$ cat src/hdl/pmc_pkg.sv
/*
  Constants for the power management capability block: register offsets,
  field positions, fixed capability values and reset values.
  Assumes a configuration access port with byte addresses and 32-bit words.
*/
package pmc_pkg;
  // ==========================================================================
  // Register offsets
  localparam logic [7:0] PM_CAPABILITIES_OFS = 8'hc0;
  localparam logic [7:0] PM_CONTROL_STATUS_OFS = 8'hc4;
  // ==========================================================================
  // Capabilities word fields
  localparam logic [4:0] WAKE_STATE_SUPPORT = 5'h1f;
  localparam logic DEEPER_SLEEP_SUPPORTED = 1'h1;
  localparam logic LIGHT_SLEEP_SUPPORTED = 1'h1;
  localparam logic [2:0] AUX_SUPPLY_CURRENT = 3'h2;
  localparam logic SPECIAL_INIT_NEEDED = 1'h0;
  localparam logic WAKE_NEEDS_BUS_CLOCK = 1'h0;
  localparam logic [2:0] PM_SPEC_REVISION = 3'h2;
  localparam logic [7:0] NEXT_CAPABILITY_LINK = 8'h00;
  localparam logic [7:0] CAPABILITY_CODE = 8'h01;
  localparam logic [31:0] PM_CAPABILITIES_RESET = 32'hfe820001;
  // ==========================================================================
  // Control/status word field positions
  localparam int WAKE_STATUS_BIT = 15;
  localparam int DATA_SCALING_LSB = 13;
  localparam int DATA_SELECTOR_LSB = 9;
  localparam int WAKE_ASSERT_ENABLE_BIT = 8;
  localparam int POWER_STATE_LSB = 0;
  localparam logic [1:0] DATA_SCALING_VALUE = 2'h0;
  localparam logic [3:0] DATA_SELECTOR_RESET = 4'h0;
  localparam logic [31:0] PM_CONTROL_STATUS_RESET = 32'h00000000;
  // ==========================================================================
  // Power state encodings
  localparam logic [1:0] PWR_D0 = 2'h0;
  localparam logic [1:0] PWR_D1 = 2'h1;
  localparam logic [1:0] PWR_D2 = 2'h2;
  localparam logic [1:0] PWR_D3HOT = 2'h3;
endpackage

$ cat src/hdl/pmc_flag_if.sv
/*
  Carrier for one sticky status flag: set and clear requests in, flag out.
  Assumes owner and user share one clock.
*/
`timescale 1ns/1ps
`default_nettype none
interface pmc_flag_if;
  logic setReq;  // Hardware event, sets the flag
  logic clrReq;  // Software clear request
  logic flag;    // Stored flag
  modport owner (input setReq, input clrReq, output flag);
  modport user (output setReq, output clrReq, input flag);
endinterface
`default_nettype wire

$ cat src/hdl/pmc_power_mgmt_cap.sv
/*
  Power management capability register pair of the configuration space:
  a fixed capabilities word and a control/status word with wake status,
  wake enable, data selector and power state.
  Assumes a single-cycle configuration access port on clk_sys, with wake
  events and command bits coming from logic on the same clock.
*/
`timescale 1ns/1ps
`default_nettype none
module pmc_power_mgmt_cap (
  // Clock and reset
  input wire logic clk_sys,
  input wire logic rst_b,
  // Configuration access port
  input wire logic [7:0] cfgAddr,
  input wire logic cfgRdEn,
  input wire logic cfgWrEn,
  input wire logic [3:0] cfgByteEn,
  input wire logic [31:0] cfgWrData,
  output logic [31:0] cfgRdData_q,
  output logic cfgAck_q,
  // Wake detection and command register
  input wire logic wakeEvent,
  input wire logic cmdMagicBit18,
  input wire logic cmdMagicBit19,
  input wire logic powerResume,
  // Power control outputs
  output logic wakeReq_b_q,
  output logic [1:0] powerState_q,
  output logic wakeEnable_q,
  output logic [3:0] dataSelector_q
);
  // ==========================================================================
  // State
  typedef struct packed {
    logic [31:0] rdData;      // Read return word
    logic ack;                // Access answer
    logic wakeReq_b;          // Wake output, active low
    logic [1:0] powerState;   // Present power state
    logic wakeEnable;         // Wake assertion enable
    logic [3:0] dataSelector; // Storage only
  } pmc_state_s;

  pmc_state_s state_q;  // Registered state
  pmc_state_s state_d;  // Next state

  pmc_flag_if wakeFlag ();  // Wake status carrier

  logic ctrlHit;       // Access aimed at control/status word
  logic ctrlWrite;     // Write to control/status word
  logic magicDefault;  // Command forces magic wake
  logic [31:0] capWord;
  logic [31:0] ctrlWord;

  // ==========================================================================
  // Wake status flag
  pmc_sticky_flag uWakeFlag (
    .clk_sys(clk_sys),
    .rst_b(rst_b),
    .flagIf(wakeFlag)
  );

  // Decode
  assign ctrlHit = (cfgAddr == pmc_pkg::PM_CONTROL_STATUS_OFS);
  assign ctrlWrite = cfgWrEn && ctrlHit;
  assign magicDefault = cmdMagicBit18 && cmdMagicBit19;

  // Wake event sets status whatever the enable holds
  assign wakeFlag.setReq = wakeEvent;
  // Only a one written in the status bit clears it
  assign wakeFlag.clrReq = ctrlWrite && cfgByteEn[1]
    && cfgWrData[pmc_pkg::WAKE_STATUS_BIT];

  // ==========================================================================
  // Fixed capabilities word
  assign capWord = {
    pmc_pkg::WAKE_STATE_SUPPORT,
    pmc_pkg::DEEPER_SLEEP_SUPPORTED,
    pmc_pkg::LIGHT_SLEEP_SUPPORTED,
    pmc_pkg::AUX_SUPPLY_CURRENT,
    pmc_pkg::SPECIAL_INIT_NEEDED,
    1'b0,                              // Reserved
    pmc_pkg::WAKE_NEEDS_BUS_CLOCK,
    pmc_pkg::PM_SPEC_REVISION,
    pmc_pkg::NEXT_CAPABILITY_LINK,
    pmc_pkg::CAPABILITY_CODE
  };

  // Control/status word as read
  assign ctrlWord = {
    16'h0000,                          // Reserved
    wakeFlag.flag,
    pmc_pkg::DATA_SCALING_VALUE,
    state_q.dataSelector,
    state_q.wakeEnable,
    6'h00,                             // Reserved
    state_q.powerState
  };

  // ==========================================================================
  // Next state
  always_comb
  begin
    state_d = state_q;
    state_d.ack = cfgRdEn || cfgWrEn;
    // Read mux, unmapped offsets return zero
    if (cfgRdEn)
    begin
      case (cfgAddr)
        pmc_pkg::PM_CAPABILITIES_OFS:
        begin
          state_d.rdData = capWord;
        end
        pmc_pkg::PM_CONTROL_STATUS_OFS:
        begin
          state_d.rdData = ctrlWord;
        end
        default:
        begin
          state_d.rdData = 32'h00000000;
        end
      endcase
    end
    // Byte 1: selector and enable
    if (ctrlWrite && cfgByteEn[1])
    begin
      state_d.dataSelector = cfgWrData[pmc_pkg::DATA_SELECTOR_LSB +: 4];
      state_d.wakeEnable = cfgWrData[pmc_pkg::WAKE_ASSERT_ENABLE_BIT];
    end
    // Byte 0: power state
    if (ctrlWrite && cfgByteEn[0])
    begin
      state_d.powerState = cfgWrData[pmc_pkg::POWER_STATE_LSB +: 2];
    end
    // Resume of power wins over a write
    if (powerResume)
    begin
      state_d.powerState = pmc_pkg::PWR_D0;
    end
    // Wake output, active low
    state_d.wakeReq_b = !(wakeFlag.flag
      && (state_q.wakeEnable || magicDefault));
  end

  // State register, power-on reset puts the state at D0
  always_ff @(posedge clk_sys or negedge rst_b)
  begin
    if (!rst_b)
    begin
      state_q.rdData <= 32'h00000000;
      state_q.ack <= 1'b0;
      state_q.wakeReq_b <= 1'b1;
      state_q.powerState <= pmc_pkg::PWR_D0;
      state_q.wakeEnable <= 1'b0;
      state_q.dataSelector <= pmc_pkg::DATA_SELECTOR_RESET;
    end
    else
    begin
      state_q <= state_d;
    end
  end

  // Outputs straight from flops
  assign cfgRdData_q = state_q.rdData;
  assign cfgAck_q = state_q.ack;
  assign wakeReq_b_q = state_q.wakeReq_b;
  assign powerState_q = state_q.powerState;
  assign wakeEnable_q = state_q.wakeEnable;
  assign dataSelector_q = state_q.dataSelector;

  // ==========================================================================
  // Assertions
  property p_cap_read;
    @(posedge clk_sys) disable iff (!rst_b)
    (cfgRdEn && cfgAddr == pmc_pkg::PM_CAPABILITIES_OFS)
    |=> (cfgAck_q && cfgRdData_q == 32'hfe820001);
  endproperty
  a_cap_read: assert property (p_cap_read)
    else $error("capabilities word read wrong");

  property p_cap_fields;
    @(posedge clk_sys) disable iff (!rst_b)
    (cfgRdEn && cfgAddr == pmc_pkg::PM_CAPABILITIES_OFS)
    |=> (cfgRdData_q[7:0] == 8'h01 && cfgRdData_q[15:8] == 8'h00
      && cfgRdData_q[18:16] == 3'h2 && !cfgRdData_q[19] && !cfgRdData_q[21]);
  endproperty
  a_cap_fields: assert property (p_cap_fields)
    else $error("capability field value wrong");

  property p_wake_set;
    @(posedge clk_sys) disable iff (!rst_b)
    wakeEvent |=> wakeFlag.flag;
  endproperty
  a_wake_set: assert property (p_wake_set)
    else $error("wake event did not set status");

  property p_wake_clear;
    @(posedge clk_sys) disable iff (!rst_b)
    (wakeFlag.clrReq && !wakeEvent) |=> !wakeFlag.flag ##1 wakeReq_b_q;
  endproperty
  a_wake_clear: assert property (p_wake_clear)
    else $error("write one did not clear wake");

  property p_zero_keeps;
    @(posedge clk_sys) disable iff (!rst_b)
    (wakeFlag.flag && ctrlWrite && !cfgWrData[15]) |=> wakeFlag.flag;
  endproperty
  a_zero_keeps: assert property (p_zero_keeps)
    else $error("write zero changed wake status");

  property p_scale_zero;
    @(posedge clk_sys) disable iff (!rst_b)
    (cfgRdEn && ctrlHit) |=> (cfgRdData_q[14:13] == 2'h0);
  endproperty
  a_scale_zero: assert property (p_scale_zero)
    else $error("data scaling not zero");

  property p_select_store;
    @(posedge clk_sys) disable iff (!rst_b)
    (ctrlWrite && cfgByteEn[1]) |=> (dataSelector_q == $past(cfgWrData[12:9]));
  endproperty
  a_select_store: assert property (p_select_store)
    else $error("data selector not stored");

  property p_wake_blocked;
    @(posedge clk_sys) disable iff (!rst_b)
    (!wakeEnable_q && !magicDefault) |=> wakeReq_b_q;
  endproperty
  a_wake_blocked: assert property (p_wake_blocked)
    else $error("wake asserted while disabled");

  property p_magic_default;
    @(posedge clk_sys) disable iff (!rst_b)
    (wakeFlag.flag && magicDefault) |=> !wakeReq_b_q;
  endproperty
  a_magic_default: assert property (p_magic_default)
    else $error("magic default did not drive wake");

  property p_state_write;
    @(posedge clk_sys) disable iff (!rst_b)
    (ctrlWrite && cfgByteEn[0] && !powerResume) ##1 !(ctrlWrite || powerResume)
      ##1 (cfgRdEn && ctrlHit)
    |=> (cfgRdData_q[1:0] == $past(cfgWrData[1:0], 3));
  endproperty
  a_state_write: assert property (p_state_write)
    else $error("power state not read back");

  property p_resume_d0;
    @(posedge clk_sys) disable iff (!rst_b)
    powerResume |=> (powerState_q == 2'h0);
  endproperty
  a_resume_d0: assert property (p_resume_d0)
    else $error("power state not D0 after resume");

  property p_wake_drive;
    @(posedge clk_sys) disable iff (!rst_b)
    (wakeFlag.flag && wakeEnable_q) |=> !wakeReq_b_q;
  endproperty
  a_wake_drive: assert property (p_wake_drive)
    else $error("wake not driven while enabled");

  property p_ack_pulse;
    @(posedge clk_sys) disable iff (!rst_b)
    (cfgRdEn || cfgWrEn) |=> cfgAck_q;
  endproperty
  a_ack_pulse: assert property (p_ack_pulse)
    else $error("access not acknowledged");

  property p_ack_idle;
    @(posedge clk_sys) disable iff (!rst_b)
    !(cfgRdEn || cfgWrEn) |=> !cfgAck_q;
  endproperty
  a_ack_idle: assert property (p_ack_idle)
    else $error("acknowledge without access");

  property p_rd_hold;
    @(posedge clk_sys) disable iff (!rst_b)
    !cfgRdEn |=> $stable(cfgRdData_q);
  endproperty
  a_rd_hold: assert property (p_rd_hold)
    else $error("read data changed without a read");

  property p_unmapped_zero;
    @(posedge clk_sys) disable iff (!rst_b)
    (cfgRdEn && cfgAddr != pmc_pkg::PM_CAPABILITIES_OFS && !ctrlHit)
    |=> (cfgRdData_q == 32'h00000000);
  endproperty
  a_unmapped_zero: assert property (p_unmapped_zero)
    else $error("unmapped read not zero");

  property p_status_read;
    @(posedge clk_sys) disable iff (!rst_b)
    (cfgRdEn && ctrlHit) |=> (cfgRdData_q[15] == $past(wakeFlag.flag));
  endproperty
  a_status_read: assert property (p_status_read)
    else $error("wake status read wrong");

  property p_status_holds;
    @(posedge clk_sys) disable iff (!rst_b)
    (wakeFlag.flag && !wakeFlag.clrReq) |=> wakeFlag.flag;
  endproperty
  a_status_holds: assert property (p_status_holds)
    else $error("wake status lost without clear");

  property p_ctrl_reserved;
    @(posedge clk_sys) disable iff (!rst_b)
    (cfgRdEn && ctrlHit) |=> (cfgRdData_q[31:16] == 16'h0 && cfgRdData_q[7:2] == 6'h0);
  endproperty
  a_ctrl_reserved: assert property (p_ctrl_reserved)
    else $error("reserved control bits not zero");

  property p_enable_store;
    @(posedge clk_sys) disable iff (!rst_b)
    (ctrlWrite && cfgByteEn[1]) |=> (wakeEnable_q == $past(cfgWrData[8]));
  endproperty
  a_enable_store: assert property (p_enable_store)
    else $error("wake enable not stored");

  property p_state_keep;
    @(posedge clk_sys) disable iff (!rst_b)
    (!(ctrlWrite && cfgByteEn[0]) && !powerResume) |=> $stable(powerState_q);
  endproperty
  a_state_keep: assert property (p_state_keep)
    else $error("power state changed without write");

  // Cover main scenarios
  c_wake_out: cover property (@(posedge clk_sys) disable iff (!rst_b)
    $fell(wakeReq_b_q));
  c_wake_clear: cover property (@(posedge clk_sys) disable iff (!rst_b)
    (wakeFlag.flag && wakeFlag.clrReq && !wakeEvent));
  c_state_d3: cover property (@(posedge clk_sys) disable iff (!rst_b)
    (powerState_q == 2'h3));
  c_set_clear_same: cover property (@(posedge clk_sys) disable iff (!rst_b)
    (wakeEvent && wakeFlag.clrReq));
endmodule
`default_nettype wire

$ cat src/hdl/pmc_sticky_flag.sv
/*
  Sticky flag: set by a hardware event, cleared by a software request.
  Assumes requests come from logic on the same clock.
*/
`timescale 1ns/1ps
`default_nettype none
module pmc_sticky_flag (
  // Clock and reset
  input wire logic clk_sys,
  input wire logic rst_b,
  // Flag carrier
  pmc_flag_if.owner flagIf
);
  typedef struct packed {
    logic flag;
  } pmc_flag_s;

  pmc_flag_s state_q;  // Registered state
  pmc_flag_s state_d;  // Next state

  // ==========================================================================
  // Next state: set wins over a clear in the same cycle
  always_comb
  begin
    state_d = state_q;
    if (flagIf.clrReq)
    begin
      state_d.flag = 1'b0;
    end
    if (flagIf.setReq)
    begin
      state_d.flag = 1'b1;
    end
  end

  // State register
  always_ff @(posedge clk_sys or negedge rst_b)
  begin
    if (!rst_b)
    begin
      state_q <= '0;
    end
    else
    begin
      state_q <= state_d;
    end
  end

  assign flagIf.flag = state_q.flag;
endmodule
`default_nettype wire

$ cat config.mk
export PLATFORM = sky130hd
export DESIGN_NAME = pmc_power_mgmt_cap
export DESIGN_NICKNAME = d
export VERILOG_FILES = /design/src/hdl/pmc_pkg.sv /design/src/hdl/pmc_flag_if.sv /design/src/hdl/pmc_power_mgmt_cap.sv /design/src/hdl/pmc_sticky_flag.sv
export SDC_FILE = /design/constraint.sdc
export NUM_CORES = 1
export LEC_CHECK = 0
export ABC_AREA = 1
export BUFFER_PORTS_ARGS = -buffer_cell sky130_fd_sc_hd__buf_2
export CAP_MARGIN = 40
export CORE_ASPECT_RATIO = 0.5
export CORE_UTILIZATION = 37
export DETAILED_ROUTE_END_ITERATION = 10
export PLACE_DENSITY = 0.79
export SKIP_LAST_GASP = 1
export SLEW_MARGIN = 5
export SYNTH_ARGS = -nofsm -noshare
export SYNTH_HDL_FRONTEND = slang
export SYNTH_HIERARCHICAL = 1
export SYNTH_SLANG_ARGS = --single-unit
$ cat constraint.sdc
create_clock -name clk_sys -period 0.81 [get_ports clk_sys]
set_clock_uncertainty 0.05 [all_clocks]
set_input_delay 0.1215 -clock clk_sys [delete_from_list [all_inputs] [get_ports clk_sys]]
set_output_delay 0.1215 -clock clk_sys [all_outputs]
set_load 0.02 [all_outputs]
==> flow_metrics.env, run 1 <==
export IMPL_routed_via_count=1161
export IMPL_slew_viol_final=0
export IMPL_cp_top_family="flip-flops"
export IMPL_fmax_mhz=928
export IMPL_drt_wl_total_mm=3.70
export IMPL_p_per_area_nw_per_um2=1170
export IMPL_drc=0
export IMPL_hold_path_class="input port to flip-flop"
export IMPL_cts_buffers=3
export IMPL_syn_area_um2=1070
export IMPL_setup_violations=40
export IMPL_h_tree_depth=1
export IMPL_drive_above_1_share_pct=60.8
export IMPL_dp_hpwl_mm=1.81
export IMPL_yosysTopAreaCellShare_pct=42.2
export IMPL_cp_max_fo=1
export IMPL_post_route_util_pct=69.7
export IMPL_syn_avg_cell_area_um2=8.09
export IMPL_max_cap_violations=0
export IMPL_yosysUniqueCellTypes=19
export IMPL_pre_cts_ws_ps=-380
export IMPL_cts_tree="yes"
export IMPL_slowest_stage="dfstp_2"
export IMPL_die_area_um2=3120
export IMPL_final_cell_area_um2=1860
export IMPL_viasPerCell=4.82
export IMPL_ios=93
export IMPL_syn_to_final_growth_pct=73.9
export IMPL_cts_buffer_depth=2
export IMPL_mostFrequentLayoutCell="buf_6"
export IMPL_crit_buf_inv=1
export IMPL_root_buffer="clkbuf_8"
export IMPL_clock_sinks=19
export IMPL_first_iter_violations=66
export IMPL_nNetsFinal=257
export IMPL_cp_cell_sequence="buf_6"
export IMPL_clk_pin_slew_ps=80
export IMPL_drt_pass1_iterations=4
export IMPL_synthTopCellsByArea="dfrtp_1 42%, buf_4 16%, nand2_1 14%, inv_1 4.2%, nor2_1 3.2%"
export IMPL_period_needed_ps=1080
export IMPL_final_seq_area_um2=479
export IMPL_fin_tns_setup_ps=-6110
export IMPL_most_common_layout_cells="33 x buf_6, 28 x buf_2, 27 x nand2_1, 16 x dfrtp_1, 15 x conb_1"
export IMPL_place_area_um2=1350
export IMPL_grt_pass1_vias=1007
export IMPL_gp_congestion=0.711
export IMPL_n_fill_cell=170
export IMPL_die_h_um=40
export IMPL_fp_dieW_um=78
export IMPL_core_um2=2670
export IMPL_detail_route_antenna_nets=0
export IMPL_multi_input_area_um2=534
export IMPL_fin_crit_sh_pct=133
export IMPL_netlist_instances=132
export IMPL_power_leakage_nw=0.999
export IMPL_antenna_found_initial=0
export IMPL_yosys_area_top_type="dfrtp_1"
export IMPL_grt_usage_pct=20.1
export IMPL_grt_max_degree=20
export IMPL_ys_warnings_count=6
export IMPL_cp_required_ps=640
export IMPL_wl_per_cell_um=15.4
export IMPL_status="finished with violations"
export IMPL_grt_overflow=0
export IMPL_setup_ws_ps=-268
export IMPL_io_buffers=51
export IMPL_row_count=13
export IMPL_cpPeakStageDelay_ps=540
export IMPL_power_w=0.00217
export IMPL_rsz0062_at_grt="true"
export IMPL_startpoint_type="flip-flop"
export IMPL_grt_pass1_wl_mm=4.53
export IMPL_worstSkewPairLatency_ps=260
export IMPL_ys_seq_area_share_pct=44.6
export IMPL_cp_end_kind="output pin"
export IMPL_diodes=0
export IMPL_arrival_ps=910
export IMPL_worst_setup_path_type="flip-flop to output pin"
export IMPL_initial_core_util_pct=40.1
export IMPL_hold_viol=0
export IMPL_violations="negative setup slack"
export IMPL_peakVddDrop_mv=0.739
export IMPL_synth_seq_cells=19
[what timing repair did]
item	in CTS	in global routing
buffers inserted	12	6
endpoints found under the setup margin	34	46
pin swaps	8	19
hold buffers	2	0
hold endpoints to repair	19	0
gates resized for setup	45	50
[through the flow]
step,hold WS [ps],instances
after floorplan,-224,146
after global placement,24.3,218
after detailed placement,32.6,218
after global routing,19.2,241
final,1.90,241
after CTS,11.7,236
[flip-flops by register name, indices dropped and copies added, names as in the netlist]
signal                 count
wakeEnable_q               1
cfgAck_q                   1
wakeReq_b_q                1
powerState_q               2
uWakeFlag/flagIf.flag      1
cfgRdData_q                9
dataSelector_q             4
[final cells by class]
class,instances,area share [%]
Inverter,15,4.51
Multi-Input combinational cell,88,28.8
Tap cell,37,2.49
Clock buffer,4,2.42
Sequential cell,19,25.8
Timing Repair Buffer,78,36.0
[synthesized netlist by cell type (all sizes together)]
| cell type | count |
|---|---|
| inv | 15 |
| dfrtp | 18 |
| dfstp | 1 |
| nand4 | 2 |
| buf | 24 |
| nand2 | 45 |
| o31ai | 1 |
| conb | 1 |
| nor2 | 13 |
| nor3 | 1 |
| nand3 | 4 |
| o21ai | 6 |
| a21oi | 1 |
[per-layer routing]
layer  vias up  global-route usage (%)  share of wire (%)
met3        20                    6.82                6.6
met1       565                    20.8                 38
met5         -                       0                  0
li1        509                       -                  -
met4         0                    9.26                4.8
met2        67                    39.6                 50
[path summary, 6_finish.rpt]
path                       cells past startpoint                            end  slack (ps)                         startpoint
max                                            1                    wakeReq_b_q        -270              wakeReq_b_q$_DFF_PN1_
min                                            3  dataSelector_q[3]$_DFFE_PN0P_           2                      cfgWrData[12]
max reg2reg                                    3     cfgRdData_q[8]$_DFFE_PN0P_        -120           wakeEnable_q$_DFFE_PN0P_
min reg2reg                                    1          wakeReq_b_q$_DFF_PN1_         470  uWakeFlag/flagIf.flag$_DFFE_PN0P_
max in group asynchronous                      2          wakeReq_b_q$_DFF_PN1_         210                              rst_b
min in group asynchronous                      2     cfgRdData_q[8]$_DFFE_PN0P_         240                              rst_b
[power breakdown]
part           internal [W]  leakage [nW]  switching (W)
sequential         0.000970         0.247      0.0000188
combinational      0.000192         0.729       0.000308
clock              0.000350        0.0228       0.000333
total               0.00151         0.999       0.000660
[cells by family after synthesis]
family	synth area share, %
other	0.351
AND/OR/NAND/NOR	29.2
buffers and inverters	21.9
flip-flops	44.6
AO/OA/AOI/OAI	3.98
No activity file was read; power rests on OpenSTA's default activity.
==> inputs of run 2 (changes only) <==
REMOVE_ABC_BUFFERS = 1   (was not set)
==> run 2 against run 1 <==
Net effect: cell area down 7.9%; power decreased by 3.5%; critical path type unchanged; first-iteration DRC count rose by 68%; worst setup slack got worse by 5.0 ps; the run still ends with negative setup slack left.
==> flow_metrics.env, run 2 (same netlist as run 1, synthesis figures left out) <==
export IMPL_intPower_w=0.00148
export IMPL_hold_viol=0
export IMPL_fp_dieW_um=78
export IMPL_cts_tree="yes"
export IMPL_worst_setup_path_type="flip-flop to output pin"
export IMPL_grt_usage_pct=20.7
export IMPL_cp_cell_sequence="buf_2"
export IMPL_drc=0
export IMPL_cp_top_family="flip-flops"
export IMPL_drt_wl_total_mm=3.54
export IMPL_fin_crit_sh_pct=134
export IMPL_p_sw_share_pct=29.4
export IMPL_io_buffers=51
export IMPL_p_per_area_nw_per_um2=1220
export IMPL_setup_violations=38
export IMPL_met2_usage_pct=41.2
export IMPL_diodes=0
export IMPL_antenna_found_initial=0
export IMPL_grt_util_met3_pct=5.23
export IMPL_post_route_util_pct=64.2
export IMPL_grt_pass1_vias=996
export IMPL_place_area_um2=1300
export IMPL_cts_buffer_depth=2
export IMPL_setup_ws_ps=-273
export IMPL_power_share_clock_pct=31.4
export IMPL_core_um2=2670
export IMPL_status="finished with violations"
export IMPL_viasPerCell=4.76
export IMPL_seq_power_share_pct=47.4
export IMPL_startpoint_type="flip-flop"
export IMPL_cp_required_ps=640
export IMPL_row_count=13
export IMPL_drt_pass1_iterations=4
export IMPL_detail_route_antenna_nets=0
export IMPL_mostFrequentLayoutCell="buf_2"
export IMPL_rsz0062_at_grt="true"
export IMPL_cp_end_kind="output pin"
export IMPL_clock_sinks=19
export IMPL_initial_core_util_pct=40.1
export IMPL_arrival_ps=910
export IMPL_final_cell_area_um2=1710
export IMPL_dp_hpwl_mm=1.68
export IMPL_hold_path_class="input port to flip-flop"
export IMPL_period_needed_ps=1080
export IMPL_whs_ps=6.13
export IMPL_clk_pin_slew_ps=70
export IMPL_most_common_layout_cells="33 x buf_2, 29 x buf_6, 27 x nand2_1, 17 x dfrtp_1, 15 x conb_1"
export IMPL_drive_above_1_share_pct=58.0
export IMPL_slew_viol_final=0
export IMPL_grt_pass1_wl_mm=4.66
export IMPL_cpPeakStageDelay_ps=470
export IMPL_ios=93
export IMPL_worstSkewPairLatency_ps=250
export IMPL_pwr_share_comb_pct=21.3
export IMPL_fmax_mhz=923
export IMPL_fin_tns_setup_ps=-5800
export IMPL_power_leakage_nw=0.943
export IMPL_grt_max_degree=20
export IMPL_cp_max_fo=10
export IMPL_syn_to_final_growth_pct=60.2
export IMPL_crit_buf_inv=1
export IMPL_die_area_um2=3120
export IMPL_peakVddDrop_mv=0.727
export IMPL_die_h_um=40
export IMPL_busiest_layer="met2"
export IMPL_power_w=0.00210
export IMPL_violations="negative setup slack"
export IMPL_cts_buffers=3
export IMPL_wl_per_cell_um=14.9
export IMPL_gp_congestion=0.817
export IMPL_largest_reg_flops=9
export IMPL_max_cap_violations=0
export IMPL_first_iter_violations=111
export IMPL_nNetsFinal=253
export IMPL_root_buffer="clkbuf_8"
export IMPL_h_tree_depth=1
export IMPL_slowest_stage="dfrtp_2"
export IMPL_grt_util_met1_pct=23.2
export IMPL_routed_via_count=1127
export IMPL_grt_overflow=0
export IMPL_netSwitchingPower_w=0.000616
run 2: per-stage QoR:
| stage | std cells | setup WS, ps |
|---|---|---|
| 6_report | 237 | -273 |
| 3_3_place_gp | 217 | -270 |
| 4_1_cts | 232 | -248 |
| 2_1_floorplan | 122 | -881 |
| 3_5_place_dp | 217 | -303 |
| 5_1_grt | 237 | -311 |
run 2: path summary, 6_finish.rpt:
kind / startpoint / end / slack [ps] / depth (start not counted)
worst max-delay path: cfgRdData_q[30]$_DFFE_PN0P_ / cfgRdData_q[31] / -270 / 1
worst min-delay path: cfgWrData[11] / dataSelector_q[2]$_DFFE_PN0P_ / 6 / 3
worst max register to register: wakeEnable_q$_DFFE_PN0P_ / cfgRdData_q[8]$_DFFE_PN0P_ / -70 / 3
worst min register to register: uWakeFlag/flagIf.flag$_DFFE_PN0P_ / wakeReq_b_q$_DFF_PN1_ / 420 / 1
max in group asynchronous: rst_b / wakeReq_b_q$_DFF_PN1_ / 80 / 2
min in group asynchronous: rst_b / cfgRdData_q[11]$_DFFE_PN0P_ / 300 / 2
run 2: per-layer routing:
metal,part of all wire (%),vias to the layer above
met1,40,535
met2,48,82
met3,8.2,15
met4,3.3,0
met5,0,-
li1,-,495
run 2: cell type report:
class | count | area [µm²]
Inverter | 15 | 58.8
Tap cell | 37 | 46.3
Fill cell | 196 | 956
Clock buffer | 4 | 45.0
Multi-Input combinational cell | 88 | 497
Timing Repair Buffer | 74 | 587
Sequential cell | 19 | 478
run 2: repair_timing:
action,CTS,global route
buffers inserted,9,7
pin swaps,1,10
resized for setup,37,47
hold buffers,2,0
endpoints found under the hold margin,19,0
endpoints found under the setup margin,28,44
run 2: power groups by stage:
stage	combinational, W	clock, W	sequential [W]
2_1_floorplan	0.000128	0	0.00106
3_3_place_gp	0.000347	0	0.00100
3_5_place_dp	0.000354	0	0.00100
4_1_cts	0.000394	0.000647	0.000988
5_1_grt	0.000474	0.000708	0.000993
6_report	0.000446	0.000657	0.000993
==> inputs of run 3 (changes only) <==
ABC_AREA = not set   (was 1)
PLACE_DENSITY = 0.8   (was 0.79)
==> run 3 against run 2 <==
Net effect: the flow still finishes with violations (negative setup slack); worst hold slack better by 12 ps; sequential cell count unchanged; power down 3.9%; final cell count down 16%; first-iteration DRC count down 33%; synthesized area down 3.4%; via count down 16%; global-route usage down 1.6 points; critical path depth up 3; highest routed layer unchanged.
==> flow_metrics.env, run 3 <==
export IMPL_status="finished with violations"
export IMPL_violations="negative setup slack"
export IMPL_final_seq_area_um2=478
export IMPL_row_count=13
export IMPL_netSwitchingPower_w=0.000553
export IMPL_cp_end_kind="flip-flop"
export IMPL_p_sw_share_pct=27.4
export IMPL_power_leakage_nw=0.922
export IMPL_core_um2=2620
export IMPL_drc=0
export IMPL_ys_seq_area_share_pct=46.2
export IMPL_hold_path_class="input port to flip-flop"
export IMPL_grt_max_degree=20
export IMPL_slowest_stage="or4_4"
export IMPL_cts_tree="yes"
export IMPL_pwr_share_comb_pct=17.7
export IMPL_max_cap_violations=0
export IMPL_yosysTopAreaCellShare_pct=43.6
export IMPL_cpPeakStageDelay_ps=500
export IMPL_startpoint="cfgAddr[1]"
export IMPL_cts_buffers=3
export IMPL_startpoint_type="input port"
export IMPL_crit_end="wakeEnable_q$_DFFE_PN0P_"
export IMPL_die_area_um2=3020
export IMPL_worstSkewPairLatency_ps=270
export IMPL_reg2reg_to="cfgRdData_q[0]$_DFFE_PN0P_"
export IMPL_power_share_clock_pct=34.1
export IMPL_rrSetupSlack_ps=-260
export IMPL_reg2reg_depth=4
export IMPL_largest_reg_flops=9
export IMPL_fmax_mhz=758
export IMPL_synth_most_common_cell="buf_4"
export IMPL_rsz0062_at_grt="true"
export IMPL_grt_overflow=0
export IMPL_io_buffers=51
export IMPL_setup_violations=44
export IMPL_cp_max_fo=5
export IMPL_detail_route_antenna_nets=0
export IMPL_post_route_util_pct=66.2
export IMPL_viasPerCell=4.72
export IMPL_yosys_area_top_type="dfrtp_1"
export IMPL_synth_edf_count=0
export IMPL_seq_power_share_pct=48.2
export IMPL_place_area_um2=1290
export IMPL_root_buffer="clkbuf_8"
export IMPL_grt_usage_pct=19.0
export IMPL_drt_wl_total_mm=2.95
export IMPL_final_cell_area_um2=1730
export IMPL_clock_sinks=19
export IMPL_p_per_area_nw_per_um2=1160
export IMPL_n_fill_cell=200
export IMPL_ys_warnings_count=6
export IMPL_slew_viol_final=0
export IMPL_setup_ws_ps=-509
export IMPL_cp_required_ps=910
export IMPL_drt_pass1_iterations=4
export IMPL_grt_pass1_wl_mm=4.04
export IMPL_die_h_um=39.4
export IMPL_diodes=0
export IMPL_synthArstFlopShare_pct=100
export IMPL_syn_avg_cell_area_um2=11.9
export IMPL_synth_common_cells="23 x buf_4, 18 x dfrtp_1, 7 x a22o_1"
export IMPL_grt_pass1_vias=885
export IMPL_dp_hpwl_mm=1.72
export IMPL_routed_via_count=943
export IMPL_netlist_instances=87
export IMPL_initial_core_util_pct=39.4
export IMPL_h_tree_depth=1
export IMPL_most_common_layout_cells="28 x buf_6, 28 x buf_2, 23 x buf_4, 17 x dfrtp_1, 15 x conb_1"
export IMPL_fp_dieW_um=76.7
export IMPL_pre_cts_ws_ps=-861
export IMPL_synth_ff_type="dfrtp_1"
export IMPL_synthTopCellsByArea="dfrtp_1 44%, buf_4 17%, mux2_4 7.3%, a22o_1 5.9%, nand4bb_4 2.7%"
export IMPL_fin_tns_setup_ps=-11630
export IMPL_antenna_found_initial=0
export IMPL_intPower_w=0.00146
export IMPL_worst_setup_path_type="input port to flip-flop"
export IMPL_hold_viol=0
export IMPL_yosysUniqueCellTypes=26
export IMPL_peakVddDrop_mv=0.600
export IMPL_arrival_ps=1420
export IMPL_r2r_start="powerState_q[0]$_DFFE_PN0P_"
export IMPL_cts_buffer_depth=2
export IMPL_syn_to_final_growth_pct=67.9
export IMPL_drive_above_1_share_pct=63.8
export IMPL_ios=93
export IMPL_gp_congestion=0.760
export IMPL_syn_area_um2=1030
export IMPL_multi_input_area_um2=465
export IMPL_wl_per_cell_um=14.7
export IMPL_nNetsFinal=216
export IMPL_fin_crit_sh_pct=163
export IMPL_period_needed_ps=1320
export IMPL_clk_pin_slew_ps=70
export IMPL_synth_seq_cells=19
export IMPL_whs_ps=18.1
export IMPL_first_iter_violations=74
export IMPL_cp_cell_sequence="buf_6 -> or3_4 -> or4_4 -> mux2_4"
run 3: cell count changes after synthesis, moves of 2 or more:
cell,delta
nand2_1,-37
mux2_4,+5
a21o_1,+3
nand2_2,-2
nand3_1,-4
inv_2,-3
nor2_1,-9
a22o_1,+7
o21ai_0,-6
nand2_4,-2
nor2_4,-3
inv_1,-7
run 3: logic make-up after synthesis:
family | share of synthesized area (%)
multiplexers | 7.27
AND/OR/NAND/NOR | 13.9
other | 0.363
AO/OA/AOI/OAI | 12.2
buffers and inverters | 20.0
flip-flops | 46.2
run 3: layer usage:
metal / global-route usage, % / wire [µm] / vias to the layer above
li1: - / - / 422
met1: 18.8 / 1080 / 463
met2: 37.9 / 1620 / 49
met3: 5.81 / 187 / 9
met4: 11.1 / 55 / 0
met5: 0 / 0 / -
run 3: critical path: cells and delay by family:
| kind | cells | cell delay (ps) |
|---|---|---|
| AND/OR/NAND/NOR | 2 | 880 |
| buffers and inverters | 1 | 90 |
| multiplexers | 1 | 330 |
run 3: per-stage QoR:
step | cells | power, W
global placement | 175 | 0.00126
CTS | 195 | 0.00199
detailed placement | 175 | 0.00126
finish | 200 | 0.00202
global route | 200 | 0.00208
floorplan | 76 | 0.00112
run 3: area by class of cell:
cell class,instances,share of cell area (%)
tap,37,2.67
clock buffer,3,2.38
sequential,19,27.6
timing repair buffer,83,39.1
inverter,5,1.08
multi-input combinational,52,26.9
clock inverter,1,0.289
run 3: worst min path at each step:
stage	start	endpoint	depth (start not counted)	slack, ps
floorplan	rst_b	cfgAck_q$_DFF_PN0_	0	-220
global placement	rst_b	cfgRdData_q[12]$_DFFE_PN0P_	1	20
detailed placement	rst_b	dataSelector_q[3]$_DFFE_PN0P_	1	40
CTS	cfgRdEn	cfgAck_q$_DFF_PN0_	2	20
global route	cfgRdEn	cfgAck_q$_DFF_PN0_	2	30
finish	cfgRdEn	cfgAck_q$_DFF_PN0_	2	20
run 3: repair_timing:
| item | 4_1_cts | 5_1_grt |
|---|---|---|
| endpoints found under the hold margin | 21 | 0 |
| hold buffers | 3 | 0 |
| buffers inserted | 13 | 5 |
| endpoints found under the setup margin | 43 | 44 |
| resized for setup | 46 | 17 |
| pin swaps | 4 | 2 |
run 3: power by group through the flow:
stage / Sequential [W] / Combinational, W / Clock, W
finish: 0.000971 / 0.000356 / 0.000688
global placement: 0.000988 / 0.000268 / 0
floorplan: 0.00101 / 0.000113 / 0
global route: 0.000972 / 0.000380 / 0.000733
CTS: 0.000971 / 0.000332 / 0.000686
detailed placement: 0.000988 / 0.000276 / 0
